File: src/adrc_defs.svh
`ifndef ADRC_DEFS_SVH
`define ADRC_DEFS_SVH

// register byte offsets
`define ADRC_OFS_CONFIG 8'h00
`define ADRC_OFS_PHASE 8'h04
`define ADRC_OFS_DATA0 8'h08
`define ADRC_OFS_DATA1 8'h0c
`define ADRC_OFS_STATUS 8'h10

// configuration field positions
`define ADRC_CFG_SRST_LSB 0
`define ADRC_CFG_SD_LSB 2
`define ADRC_CFG_VREFX_BIT 4
`define ADRC_CFG_CLKX_BIT 5
`define ADRC_CFG_MODEN_LSB 6
`define ADRC_CFG_WIDTH 8

// status field positions
`define ADRC_ST_CORE_BIT 0
`define ADRC_ST_INPUT_BIT 1
`define ADRC_ST_FULL_BIT 2
`define ADRC_ST_SETTLE_LSB 3

// reset values
`define ADRC_CONFIG_RST 8'h00
`define ADRC_PHASE_RST 12'h000

// zero-output bitstream, sent msb first
`define ADRC_ZERO_PATTERN 4'h3

// data-rate periods before the first data-ready pulse after restart
`define ADRC_START_PERIODS 4'h3

// internal power-on reset pulse
`define ADRC_CLK_MHZ 200
`define ADRC_POR_TIME_NS 100
`define ADRC_POR_CYCLES ((`ADRC_POR_TIME_NS * `ADRC_CLK_MHZ + 999) / 1000)

// bus answers
`define ADRC_RESP_OKAY 2'h0
`define ADRC_RESP_SLVERR 2'h2

`endif

File: src/adrc_pkg.sv
package adrc_pkg;

    typedef enum logic [1:0] {
        ADRC_RUN = 2'b00,
        ADRC_SOFT = 2'b01,
        ADRC_OFF = 2'b10
    } adrc_mode_t;

endpackage : adrc_pkg

File: src/adrc_chan.sv
`timescale 1ns/10ps
`default_nettype none
`include "adrc_defs.svh"

module adrc_chan #(
    parameter int DW = 24,
    parameter logic [3:0] SETTLE_PERIODS = 4'h3
) (
    input wire logic clk,
    input wire logic rst,
    input wire logic tick,
    input wire logic strobe,
    input wire adrc_pkg::adrc_mode_t mode,
    input wire logic mod_en,
    input wire logic mod_bit,
    input wire logic [DW-1:0] sample,
    output logic [DW-1:0] data_reg,
    output logic drdy_reg,
    output logic mod_out_reg,
    output logic mod_oe_reg,
    output logic settle_busy_reg
);
    logic [3:0] settle_reg;
    logic [1:0] pat_idx_reg;
    logic running;
    logic zero_bit;
    logic [3:0] pattern;

    assign pattern = `ADRC_ZERO_PATTERN;
    assign zero_bit = pattern[2'd3 - pat_idx_reg];

    always_comb begin
        unique case (mode)
            adrc_pkg::ADRC_RUN: running = 1'b1;
            adrc_pkg::ADRC_SOFT: running = 1'b0;
            adrc_pkg::ADRC_OFF: running = 1'b0;
            default: running = 1'b0;
        endcase
    end

    // settling count in data-rate periods
    always_ff @(posedge clk) begin
        if (rst) begin
            settle_reg <= `ADRC_START_PERIODS;
        end else if (!running) begin
            settle_reg <= SETTLE_PERIODS;
        end else if (strobe && settle_reg != 4'h0) begin
            settle_reg <= settle_reg - 4'h1;
        end
    end

    always_ff @(posedge clk) begin
        if (rst) begin
            settle_busy_reg <= 1'b1;
        end else begin
            settle_busy_reg <= !running || settle_reg != 4'h0;
        end
    end

    // data register and data-ready
    always_ff @(posedge clk) begin
        if (rst) begin
            data_reg <= '0;
        end else if (!running) begin
            data_reg <= '0;
        end else if (strobe && settle_reg == 4'h0) begin
            data_reg <= sample;
        end
    end

    always_ff @(posedge clk) begin
        if (rst) begin
            drdy_reg <= 1'b0;
        end else begin
            drdy_reg <= strobe && running && settle_reg == 4'h0;
        end
    end

    // comparator state walks the zero pattern
    always_ff @(posedge clk) begin
        if (rst) begin
            pat_idx_reg <= 2'h0;
        end else if (tick) begin
            pat_idx_reg <= pat_idx_reg + 2'h1;
        end
    end

    always_ff @(posedge clk) begin
        if (rst) begin
            mod_out_reg <= 1'b0;
            mod_oe_reg <= 1'b0;
        end else begin
            mod_oe_reg <= mod_en;
            mod_out_reg <= running ? mod_bit : zero_bit;
        end
    end

endmodule : adrc_chan
`default_nettype wire

File: src/adrc_ctrl.sv
// Functional notes
// - soft-reset bit set puts channel in soft reset; clearing it leaves.
// - soft reset clears only that channel's data register.
// - no data-ready pulse from a channel in soft reset.
// - enabled bitstream output repeats 0011 during soft reset or shutdown.
// - leaving soft reset keeps phase delay, resynchronised to running channel.
// - one channel in soft reset never stops the shared clock; the code stops it when the other channel is in shutdown.
// - both channels in soft reset stop core clock; resumes automatically.
// - both in soft reset, input structure stays clocked.
// - reset pin low or power-on reset returns all registers to default.
// - hard reset clears data, filters, forces comparators to 0011.
// - hard reset puts both bitstream outputs in high impedance.
// - hard reset holds serial interface; host waits for release.
// - after shutdown clears, first data-ready follows filter settling.
// - shutdown per channel only by its bit; configuration untouched.
// - shutdown flushes data to zero and stops data-ready pulses.
// - leaving shutdown keeps phase delay, resyncs to active channel.
// - both in shutdown withholds clock from input and core.
// - both shutdown plus both external selects is full shutdown.
// - leaving full shutdown restarts monitors and performs power-on reset.
// - after full shutdown, first data-ready after three data-rate periods.
`timescale 1ns/10ps
`default_nettype none
`include "adrc_defs.svh"

module adrc_ctrl #(
    parameter int DW = 24,
    parameter int OSR_TICKS = 256,
    parameter int PHW = 12,
    parameter logic [3:0] SETTLE_PERIODS = 4'h3
) (
    input wire logic CLK,
    input wire logic SYS_RST,
    input wire logic RESET_N_PIN,
    input wire logic MCLK_IN,
    input wire logic [DW-1:0] SAMPLE0,
    input wire logic [DW-1:0] SAMPLE1,
    input wire logic MOD_BIT0,
    input wire logic MOD_BIT1,
    input wire logic [7:0] S_AXI_AWADDR,
    input wire logic S_AXI_AWVALID,
    output logic S_AXI_AWREADY,
    input wire logic [31:0] S_AXI_WDATA,
    input wire logic [3:0] S_AXI_WSTRB,
    input wire logic S_AXI_WVALID,
    output logic S_AXI_WREADY,
    output logic [1:0] S_AXI_BRESP,
    output logic S_AXI_BVALID,
    input wire logic S_AXI_BREADY,
    input wire logic [7:0] S_AXI_ARADDR,
    input wire logic S_AXI_ARVALID,
    output logic S_AXI_ARREADY,
    output logic [31:0] S_AXI_RDATA,
    output logic [1:0] S_AXI_RRESP,
    output logic S_AXI_RVALID,
    input wire logic S_AXI_RREADY,
    output logic [1:0] OUTPUT_RATE_CLOCK,
    output logic [1:0] MODULATOR_BITSTREAM_OUT,
    output logic [1:0] MODULATOR_BITSTREAM_OE,
    output logic CORE_CLK_EN,
    output logic INPUT_CLK_EN,
    output logic [1:0] BIAS_EN,
    output logic REF_EN,
    output logic SUPPLY_MON_EN,
    output logic FILTER_CLEAR
);
    localparam int CW = $clog2(OSR_TICKS);
    localparam int PORW = $clog2(`ADRC_POR_CYCLES + 1);

    // pin synchronisers
    logic rstn_meta_reg, rstn_sync_reg;
    logic mclk_meta_reg, mclk_sync_reg, mclk_prev_reg;
    logic tick;

    always_ff @(posedge CLK) begin
        if (SYS_RST) begin
            rstn_meta_reg <= 1'b0;
            rstn_sync_reg <= 1'b0;
        end else begin
            rstn_meta_reg <= RESET_N_PIN;
            rstn_sync_reg <= rstn_meta_reg;
        end
    end

    always_ff @(posedge CLK) begin
        if (SYS_RST) begin
            mclk_meta_reg <= 1'b0;
            mclk_sync_reg <= 1'b0;
            mclk_prev_reg <= 1'b0;
        end else begin
            mclk_meta_reg <= MCLK_IN;
            mclk_sync_reg <= mclk_meta_reg;
            mclk_prev_reg <= mclk_sync_reg;
        end
    end

    assign tick = mclk_sync_reg && !mclk_prev_reg;

    // hard reset: system reset, pin low or internal power-on pulse
    logic [PORW-1:0] por_cnt_reg;
    logic hard;
    assign hard = SYS_RST || !rstn_sync_reg || por_cnt_reg != '0;

    // configuration
    logic [`ADRC_CFG_WIDTH-1:0] cfg_reg;
    logic [PHW-1:0] phase_reg;
    logic [1:0] srst, sd, mod_en;
    logic full_now, full_sd_reg;
    adrc_pkg::adrc_mode_t mode [2];

    assign srst = cfg_reg[`ADRC_CFG_SRST_LSB +: 2];
    assign sd = cfg_reg[`ADRC_CFG_SD_LSB +: 2];
    assign mod_en = cfg_reg[`ADRC_CFG_MODEN_LSB +: 2];
    assign full_now = sd == 2'h3 && cfg_reg[`ADRC_CFG_VREFX_BIT] && cfg_reg[`ADRC_CFG_CLKX_BIT];

    always_comb begin
        for (int i = 0; i < 2; i++) begin
            if (sd[i]) begin
                mode[i] = adrc_pkg::ADRC_OFF;
            end else if (srst[i]) begin
                mode[i] = adrc_pkg::ADRC_SOFT;
            end else begin
                mode[i] = adrc_pkg::ADRC_RUN;
            end
        end
    end

    always_ff @(posedge CLK) begin
        if (hard) begin
            full_sd_reg <= 1'b0;
        end else begin
            full_sd_reg <= full_now;
        end
    end

    always_ff @(posedge CLK) begin
        if (SYS_RST) begin
            por_cnt_reg <= '0;
        end else if (full_sd_reg && !full_now) begin
            por_cnt_reg <= PORW'(`ADRC_POR_CYCLES);
        end else if (por_cnt_reg != '0) begin
            por_cnt_reg <= por_cnt_reg - 1'b1;
        end
    end

    // shared data-rate counter; phase kept while stopped
    logic core_run;
    logic [CW-1:0] rate_cnt_reg;
    logic [1:0] strobe;
    assign core_run = mode[0] == adrc_pkg::ADRC_RUN || mode[1] == adrc_pkg::ADRC_RUN;

    always_ff @(posedge CLK) begin
        if (hard) begin
            rate_cnt_reg <= '0;
        end else if (tick && core_run) begin
            rate_cnt_reg <= rate_cnt_reg == CW'(OSR_TICKS - 1) ? '0 : rate_cnt_reg + 1'b1;
        end
    end

    assign strobe[0] = tick && core_run && rate_cnt_reg == '0;
    assign strobe[1] = tick && core_run && {{(32-CW){1'b0}}, rate_cnt_reg} == 32'(phase_reg);

    // channels
    logic [DW-1:0] sample [2];
    logic [DW-1:0] data [2];
    logic [1:0] drdy, mod_out, mod_oe, settle_busy, mod_bit;
    assign sample[0] = SAMPLE0;
    assign sample[1] = SAMPLE1;
    assign mod_bit = {MOD_BIT1, MOD_BIT0};

    for (genvar c = 0; c < 2; c++) begin : g_chan
        adrc_chan #(.DW(DW), .SETTLE_PERIODS(SETTLE_PERIODS)) u_chan (
            .clk(CLK),
            .rst(hard),
            .tick(tick),
            .strobe(strobe[c]),
            .mode(mode[c]),
            .mod_en(mod_en[c]),
            .mod_bit(mod_bit[c]),
            .sample(sample[c]),
            .data_reg(data[c]),
            .drdy_reg(drdy[c]),
            .mod_out_reg(mod_out[c]),
            .mod_oe_reg(mod_oe[c]),
            .settle_busy_reg(settle_busy[c])
        );
    end

    assign OUTPUT_RATE_CLOCK = drdy;
    assign MODULATOR_BITSTREAM_OUT = mod_out;
    assign MODULATOR_BITSTREAM_OE = mod_oe;

    // power and clock gating outputs
    always_ff @(posedge CLK) begin
        if (SYS_RST) begin
            CORE_CLK_EN <= 1'b0;
            INPUT_CLK_EN <= 1'b0;
            BIAS_EN <= 2'h0;
            REF_EN <= 1'b0;
            SUPPLY_MON_EN <= 1'b1;
            FILTER_CLEAR <= 1'b1;
        end else begin
            CORE_CLK_EN <= core_run && !full_now;
            INPUT_CLK_EN <= sd != 2'h3 && !full_now;
            BIAS_EN <= ~sd;
            REF_EN <= !full_now;
            SUPPLY_MON_EN <= !full_now;
            FILTER_CLEAR <= hard;
        end
    end

    // AXI4-Lite slave, held idle during hard reset
    logic aw_hold_reg, w_hold_reg;
    logic [7:0] aw_addr_reg;
    logic [31:0] w_data_reg, wmask, st_word;
    logic [3:0] w_strb_reg;

    assign wmask = {{8{w_strb_reg[3]}}, {8{w_strb_reg[2]}}, {8{w_strb_reg[1]}}, {8{w_strb_reg[0]}}};
    assign st_word = 32'({settle_busy, full_sd_reg, INPUT_CLK_EN, CORE_CLK_EN});

    always_ff @(posedge CLK) begin
        if (hard) begin
            S_AXI_AWREADY <= 1'b0;
            aw_hold_reg <= 1'b0;
            aw_addr_reg <= 8'h00;
        end else if (S_AXI_AWVALID && S_AXI_AWREADY) begin
            S_AXI_AWREADY <= 1'b0;
            aw_hold_reg <= 1'b1;
            aw_addr_reg <= S_AXI_AWADDR;
        end else if (aw_hold_reg && w_hold_reg && !S_AXI_BVALID) begin
            aw_hold_reg <= 1'b0;
        end else if ((S_AXI_BVALID && S_AXI_BREADY) || (!aw_hold_reg && !S_AXI_BVALID)) begin
            S_AXI_AWREADY <= 1'b1;
        end
    end

    always_ff @(posedge CLK) begin
        if (hard) begin
            S_AXI_WREADY <= 1'b0;
            w_hold_reg <= 1'b0;
            w_data_reg <= 32'h0000_0000;
            w_strb_reg <= 4'h0;
        end else if (S_AXI_WVALID && S_AXI_WREADY) begin
            S_AXI_WREADY <= 1'b0;
            w_hold_reg <= 1'b1;
            w_data_reg <= S_AXI_WDATA;
            w_strb_reg <= S_AXI_WSTRB;
        end else if (aw_hold_reg && w_hold_reg && !S_AXI_BVALID) begin
            w_hold_reg <= 1'b0;
        end else if ((S_AXI_BVALID && S_AXI_BREADY) || (!w_hold_reg && !S_AXI_BVALID)) begin
            S_AXI_WREADY <= 1'b1;
        end
    end

    always_ff @(posedge CLK) begin
        if (hard) begin
            S_AXI_BVALID <= 1'b0;
            S_AXI_BRESP <= `ADRC_RESP_OKAY;
        end else if (aw_hold_reg && w_hold_reg && !S_AXI_BVALID) begin
            S_AXI_BVALID <= 1'b1;
            S_AXI_BRESP <= (aw_addr_reg == `ADRC_OFS_CONFIG || aw_addr_reg == `ADRC_OFS_PHASE) ?
                `ADRC_RESP_OKAY : `ADRC_RESP_SLVERR;
        end else if (S_AXI_BREADY) begin
            S_AXI_BVALID <= 1'b0;
        end
    end

    always_ff @(posedge CLK) begin
        if (hard) begin
            cfg_reg <= `ADRC_CONFIG_RST;
            phase_reg <= `ADRC_PHASE_RST;
        end else if (aw_hold_reg && w_hold_reg && !S_AXI_BVALID) begin
            if (aw_addr_reg == `ADRC_OFS_CONFIG) begin
                cfg_reg <= (cfg_reg & ~wmask[`ADRC_CFG_WIDTH-1:0]) | (w_data_reg[`ADRC_CFG_WIDTH-1:0]
                    & wmask[`ADRC_CFG_WIDTH-1:0]);
            end
            if (aw_addr_reg == `ADRC_OFS_PHASE) begin
                phase_reg <= (phase_reg & ~wmask[PHW-1:0]) | (w_data_reg[PHW-1:0] & wmask[PHW-1:0]);
            end
        end
    end

    always_ff @(posedge CLK) begin
        if (hard) begin
            S_AXI_ARREADY <= 1'b0;
            S_AXI_RVALID <= 1'b0;
            S_AXI_RDATA <= 32'h0000_0000;
            S_AXI_RRESP <= `ADRC_RESP_OKAY;
        end else if (S_AXI_ARVALID && S_AXI_ARREADY) begin
            S_AXI_ARREADY <= 1'b0;
            S_AXI_RVALID <= 1'b1;
            S_AXI_RRESP <= `ADRC_RESP_OKAY;
            unique case (S_AXI_ARADDR)
                `ADRC_OFS_CONFIG: S_AXI_RDATA <= 32'(cfg_reg);
                `ADRC_OFS_PHASE: S_AXI_RDATA <= 32'(phase_reg);
                `ADRC_OFS_DATA0: S_AXI_RDATA <= 32'(data[0]);
                `ADRC_OFS_DATA1: S_AXI_RDATA <= 32'(data[1]);
                `ADRC_OFS_STATUS: S_AXI_RDATA <= st_word;
                default: begin
                    S_AXI_RDATA <= 32'h0000_0000;
                    S_AXI_RRESP <= `ADRC_RESP_SLVERR;
                end
            endcase
        end else if (S_AXI_RVALID && S_AXI_RREADY) begin
            S_AXI_RVALID <= 1'b0;
            S_AXI_ARREADY <= 1'b1;
        end else if (!S_AXI_RVALID) begin
            S_AXI_ARREADY <= 1'b1;
        end
    end
endmodule : adrc_ctrl
`default_nettype wire

File: config.mk
export PLATFORM = sky130hd
export DESIGN_NAME = adrc_ctrl
export DESIGN_NICKNAME = d
export VERILOG_FILES = /design/src/adrc_pkg.sv /design/src/adrc_chan.sv /design/src/adrc_ctrl.sv
export VERILOG_INCLUDE_DIRS = /design/src
export SDC_FILE = /design/constraint.sdc
export NUM_CORES = 1
export LEC_CHECK = 0
export ABC_AREA = 0
export CAP_MARGIN = 20
export CORE_ASPECT_RATIO = 1.25
export CORE_UTILIZATION = 63
export DETAILED_ROUTE_END_ITERATION = 7
export DONT_BUFFER_PORTS = 1
export GPL_TIMING_DRIVEN = 0
export PLACE_DENSITY_LB_ADDON = 0.12
export SYNTH_ARGS = -nofsm -noshare
export SYNTH_HDL_FRONTEND = slang
export SYNTH_SLANG_ARGS = --single-unit
File: constraint.sdc
create_clock -name CLK -period 2.6 [get_ports CLK]
set_clock_uncertainty 0.05 [all_clocks]
set_input_delay 0.39 -clock CLK [delete_from_list [all_inputs] [get_ports CLK]]
set_output_delay 0.39 -clock CLK [all_outputs]
set_load 0.005 [all_outputs]
# == Yosys cells after proc, flatten, opt, wreduce, memory -nomap -nowiden ==
# Index checks and enable logic that the tools add are counted.
# word_totals
elab_cells,171
reg_bits,179
# classes
n_eq_ne,10
add_sub_neg,8
n_reduce_logical,68
n_mux,27
n_bitwise,12
magnitude_cmp,2
# op_table
op,count
24-bit case mux with 5 select lines,1
1-bit logical AND,26
12-bit bitwise AND,2
8-bit zero test,3
1-bit two-way mux,17
8-bit bitwise AND,2
8-bit by 3-bit == test with 1-bit output (second input constant),2
8-bit by 4-bit == test with 1-bit output (second input constant),2
8-bit by 12-bit == test with 1-bit output,1
12-bit NOT,1
12-bit bitwise OR,1
2-bit OR reduction,6
5-bit two-way mux,2
2-bit nonzero test,5
8-bit by 1-bit adder with 8-bit output (second input constant),1
8-bit by 5-bit == test with 1-bit output (second input constant),1
8-bit == test (second input constant),1
1-bit zero test,8
4-bit zero test,2
1-bit logical OR,8
2-bit two-way mux,4
8-bit two-way mux,1
8-bit NOT,1
8-bit bitwise OR,1
other kinds (16),28

# == Depth between registers and ports, before layout ==
# depth
depth_word,8
ltp_mapped,10
ltp_nobuf,8

# == By module ==
# Synthesis repeated with hierarchy kept, for this count alone.
# unflattened
hier_cells,766
hier_area_um2,6827.8
# by_module_without_submodules
module,instances,seq_area_each_um2,cells_each,area_per_inst_um2
adrc_ctrl,1,2021.9,466,4370.4
adrc_chan,2,680.7,150,1228.7

# == Worst setup path after synthesis ==
# No wires, ideal clock.
# synth_path
kind,register to register
start,register rate_cnt_reg[0]
end,register g_chan[0].u_chan.data_reg[10]
slack_ns,0.469
n_path_buf,2
arrival_ns,1.954
path_stages_with_launch,10
path_cell_list,dfxtp_1 -> inv_1 -> ha_1 -> nor4b_1 -> nand4_1 -> nor4b_1 -> buf_2 -> buf_4 -> mux2i_1 -> nor2_1
# synth_between
elab_chain_cells,3
# synth_lines
element,line,text
"start, declared",adrc_ctrl.sv:148,logic [CW-1:0] rate_cnt_reg;
"start signal, assigned",adrc_ctrl.sv:156,rate_cnt_reg <= rate_cnt_reg == CW'(OSR_TICKS - 1) ? '0 : rate_cnt_reg + 1'b1;
8-bit zero test,adrc_ctrl.sv:160,assign strobe[0] = tick && core_run && rate_cnt_reg == '0;
1-bit logical AND,adrc_ctrl.sv:160,
1-bit logical AND,adrc_chan.sv:66,end else if (strobe && settle_reg == 4'h0) begin
"end signal, assigned",adrc_chan.sv:67,data_reg <= sample;
"end, declared",adrc_chan.sv:17,"output logic [DW-1:0] data_reg,"
# Every way passes these cells.
# A chain may end at the register's enable or synchronous reset.

==> run summary <==
The tools report the final-report hold violation count as 0. Measured along the x axis, the die boundary spans 95.41 um. The classification of the worst setup path is reg -> reg. The sequential share of power came out at 0.479. Clock tree synthesis found a total of 169 sinks. The number of distinct standard cells referenced by the synthesized netlist is 47, and the utilization of the core after routing is 0.7269. The total power after layout is 5544 uW, and the final non-filler cell area is 7716 um^2.

The cell type group with the largest total delay on the critical path was simple AND/OR/NAND/NOR gates. The detail route stage leaves a number of antenna-violating nets equal to 0. The count of mapped cells out of synthesis was 764; the critical path data required time was 2.84 ns. The worst-case IR drop observed on VDD is 0.4134 mV. The number of global-route vias before repair is 5457. The global-route usage over all layers was 0.3096. The critical path runs through a total of 7 cells. After synthesis the cells add up to 6872 um^2. Total via count in the routed design: 5530.

Among all flip-flop cells after synthesis, the most frequent one is sky130_fd_sc_hd__dfxtp_1. The congestion estimate from routability-driven global placement came to 0.8348. The tools report the highest clock rate as 411.9 MHz.

In the post-route analysis, the smallest setup slack over all paths is 0.1721 ns. In this run the deepest clock path goes through 2 buffers. The tools report the slack of the worst reg-to-reg path as 0.17 ns.

Async set-or-reset flop fraction in the synthesized netlist: 0. The overall die height is 118.8 um. The repair_antennas step left the layout with diodes totalling 0. Layout overhead on the synthesized area: 12.29%. The tools report the fill cell total of the finished layout as 785.

The run gives 2.67 ns as the critical path arrival. Internal power comes to 4218 uW. The wire-length estimate of the detail-placed layout is 12410 um. Average footprint of a synthesized cell: 8.994 um^2.

The worst setup path is launched from a flop. Global routing finished with a remaining overflow of 0. The count of input and output buffers was 0; the delay of the slowest critical-path stage was 0.49 ns. The library cells used most frequently in the layout, excluding fill and tap cells, are sky130_fd_sc_hd__dfxtp_1 (169), sky130_fd_sc_hd__nand2_1 (84), sky130_fd_sc_hd__nor2_1 (74), sky130_fd_sc_hd__a21oi_1 (71), sky130_fd_sc_hd__o21ai_0 (58). STA classifies the critical path endpoint as a flop. In this run, synthesis produced a sequential element count of 169. The run finished with clean final reports. Final critical-path share of the clock period: 0.9338. For the pin with the worst max-slew slack, the measured transition is 0.9387 ns. For this design the total switching power over the nets is 1326 uW. The switching part of the total works out to 0.2392. The path class of the lowest-slack min-delay path was in -> reg. After detailed routing, the number of remaining DRC violations is 0. Worst path buffer plus inverter count: 2.

The tools report the area of the multi-input gates as 3177 um^2. The routed length per placed instance came out at 18.09 um. The tools report the final-report setup violation count as 0. The run gives 0 as the number of antenna violations at the first check in global routing.

The tools report the final number of max-transition violations as 0. For this block, the initial DRC count from the detailed router was 340. The number of cell instances on the worst register-to-register path works out to 7.

The clock input transition at the sequential cells of the worst setup and hold paths was 0.07 ns. Following the worst setup path forward leads to its endpoint at g_chan[1].u_chan.data_reg[7]. For the first-pass GRT wire length, the log shows 26520 um.

In the routed layout, each cell is associated on average with a via count of 5.889. The logs give 0.4924 for the fraction of the yosys area taken by sequential cells and 7071 um^2 for the post-detailed-placement cell area. The largest net degree at the start of global routing is 17. Count of boundary I/O pins: 165. The tools report the H-tree depth as 4. The worst register-to-register path ends at g_chan[1].u_chan.data_reg[7]. The routed design has 16990 um of wire. Traced cell by cell, the critical path runs through nor4_1, nand2_1, or4_4, buf_6, clkbuf_1, o21ai_0, a21oi_1. The most common library cell in the layout ignoring fill and taps is sky130_fd_sc_hd__dfxtp_1.

For the fraction of power consumed by the clock network, the log shows 0.462. The share of cells above drive strength 1 was 0.1066. The tools report the worst relative slew slack as 0.3690.

TritonCTS built the clock tree. The tools report the storage element area as 3383 um^2. The pre-CTS worst setup slack is -0.2093 ns, and the number of enable flip-flop cells after synthesis is 0. The tools report the initial standard-cell utilization of the core as 0.6473. The power density over the cells was 718.5 nW/um^2. Setup repair after global routing left no endpoint under its margin. The relative contribution of combinational cells to total power was 0.059; the static leakage was 0.002680 uW.

The minimum period implied by the final worst setup slack is 2.428 ns, and the full die area is 11330 um^2. At the end of the flow, the number of nets in the layout was 910. Before antenna repair, the detailed router went through 6 iterations. Slowest cell on the critical path: sky130_fd_sc_hd__nor4_1. For the area inside the core boundary, the log shows 10620 um^2.

During synthesis, Yosys emitted a total of 0 warnings. The initialized floorplan defines 42 standard-cell rows. CTS placed an instance of sky130_fd_sc_hd__clkbuf_16 at the clock tree root. In this run the worst path has a maximum fanout of 10. Buffers inserted during clock tree synthesis total 17. The number of cells traversed by the worst hold path came out at 1.

The total of max-cap violations is 0, and the clock latency on the worst-skew pair is 0.43 ns.
[stage by stage]
step           hold WS, ns  TNS, ns  cells
2_1_floorplan       0.3638        0    773
3_3_place_gp        0.3871  -0.5018    905
3_5_place_dp        0.3863   -1.055    905
4_1_cts            0.03315        0    938
5_1_grt            0.03353        0    939
6_report           0.04339        0    939
[Yosys cell counts (2+ instances only)]
cell type                  count  area, um^2
sky130_fd_sc_hd__buf_1         5       18.77
sky130_fd_sc_hd__a21oi_1      71       355.3
sky130_fd_sc_hd__a22oi_1       4       30.03
sky130_fd_sc_hd__nor2b_1      12       75.07
sky130_fd_sc_hd__nor3_1       17       85.08
sky130_fd_sc_hd__a22o_1        3       26.28
sky130_fd_sc_hd__xnor2_1      15       131.4
sky130_fd_sc_hd__xor2_1        6       52.55
sky130_fd_sc_hd__buf_4        19       142.6
sky130_fd_sc_hd__buf_2         5       25.02
sky130_fd_sc_hd__inv_1        11       41.29
sky130_fd_sc_hd__or2_2         2       12.51
sky130_fd_sc_hd__nand2_1      84       315.3
sky130_fd_sc_hd__dfxtp_1     169        3383
sky130_fd_sc_hd__clkbuf_1     32       120.1
sky130_fd_sc_hd__a211oi_1      4       30.03
sky130_fd_sc_hd__nor4_1        2       12.51
sky130_fd_sc_hd__nor2_1       74       277.8
sky130_fd_sc_hd__buf_6         2       22.52
sky130_fd_sc_hd__nor4b_1       3       26.28
sky130_fd_sc_hd__nand4_1       7       43.79
sky130_fd_sc_hd__nand3b_1      3       22.52
sky130_fd_sc_hd__mux2i_1      54       540.5
sky130_fd_sc_hd__nor3b_1       2       15.01
sky130_fd_sc_hd__mux2_2       12       135.1
sky130_fd_sc_hd__or4_1         7       52.55
sky130_fd_sc_hd__ha_1          5       62.56
sky130_fd_sc_hd__a32oi_1       2       17.52
sky130_fd_sc_hd__mux4_2        3       67.56
sky130_fd_sc_hd__nand2b_1      4       25.02
sky130_fd_sc_hd__and3_1        4       25.02
sky130_fd_sc_hd__and2_1        5       31.28
sky130_fd_sc_hd__nand3_1      38       190.2
sky130_fd_sc_hd__nor4_2        2       25.02
sky130_fd_sc_hd__o21ai_0      58       290.3
sky130_fd_sc_hd__or3_1         5       31.28
sky130_fd_sc_hd__a221oi_1      3       26.28
[how the worst min path moves through the flow]
stage | startpoint | end
after global placement | rstn_meta_reg | rstn_sync_reg
after floorplan | mclk_meta_reg | mclk_sync_reg
after global routing | RESET_N_PIN | rstn_meta_reg
after detailed placement | mclk_meta_reg | mclk_sync_reg
after CTS | S_AXI_AWADDR[0] | aw_addr_reg[0]
final | RESET_N_PIN | rstn_meta_reg
[final cells by class]
type / count / share of cell area
sequential: 169 / 0.4385
inverter: 12 / 0.005838
tap: 132 / 0.02140
timing repair buffer: 2 / 0.002270
clock inverter: 14 / 0.02043
clock buffer: 18 / 0.05692
multi-input combinational: 529 / 0.4117
buffer: 63 / 0.04297
[worst register-to-register path, cell delays in order (launching register included)]
cell,delay [ns]
sky130_fd_sc_hd__dfxtp_1,0.34
sky130_fd_sc_hd__nor4_1,0.49
sky130_fd_sc_hd__nand2_1,0.19
sky130_fd_sc_hd__or4_4,0.48
sky130_fd_sc_hd__buf_6,0.16
sky130_fd_sc_hd__clkbuf_1,0.20
sky130_fd_sc_hd__o21ai_0,0.26
sky130_fd_sc_hd__a21oi_1,0.11
[cells by family after synthesis]
group                    count (synthesis)  synth area share
buffers and inverters                   75           0.05444
XOR/XNOR                                21           0.02677
multiplexers                            69            0.1082
flip-flops                             169            0.4924
other                                    1         0.0005457
AO/OA/AOI/OAI                          150            0.1198
AND/OR/NAND/NOR                        274            0.1888
adder cells (fa/ha/maj)                  5          0.009104
[per-layer routing]
layer  global-route usage  up-vias  routed length (um)
met5                    0        -                   0
met4               0.1343        0                 429
met3               0.1049       32                1325
met2               0.5478      208                8846
met1               0.3243     2616                6384
li1                     -     2674                   -
[what timing repair did]
item / 4_1_cts / 5_1_grt
gates resized for setup: 1 / 6
endpoints found under the hold margin: 3 / 0
buffers inserted: 0 / 1
pin swaps: 0 / 1
gates cloned: 0 / 0
endpoints found under the setup margin: 43 / 81
hold buffers: 1 / 0
[power groups by stage]
| stage | Combinational [uW] | Clock, uW | Sequential (uW) |
|---|---|---|---|
| 6_report | 325 | 2560 | 2660 |
| 5_1_grt | 359 | 2680 | 2660 |
| 4_1_cts | 307 | 2570 | 2650 |
| 3_5_place_dp | 300 | 0 | 2710 |
| 3_3_place_gp | 283 | 0 | 2710 |
| 2_1_floorplan | 233 | 0 | 2710 |
Note: power is estimated with default switching activity, not from simulation.
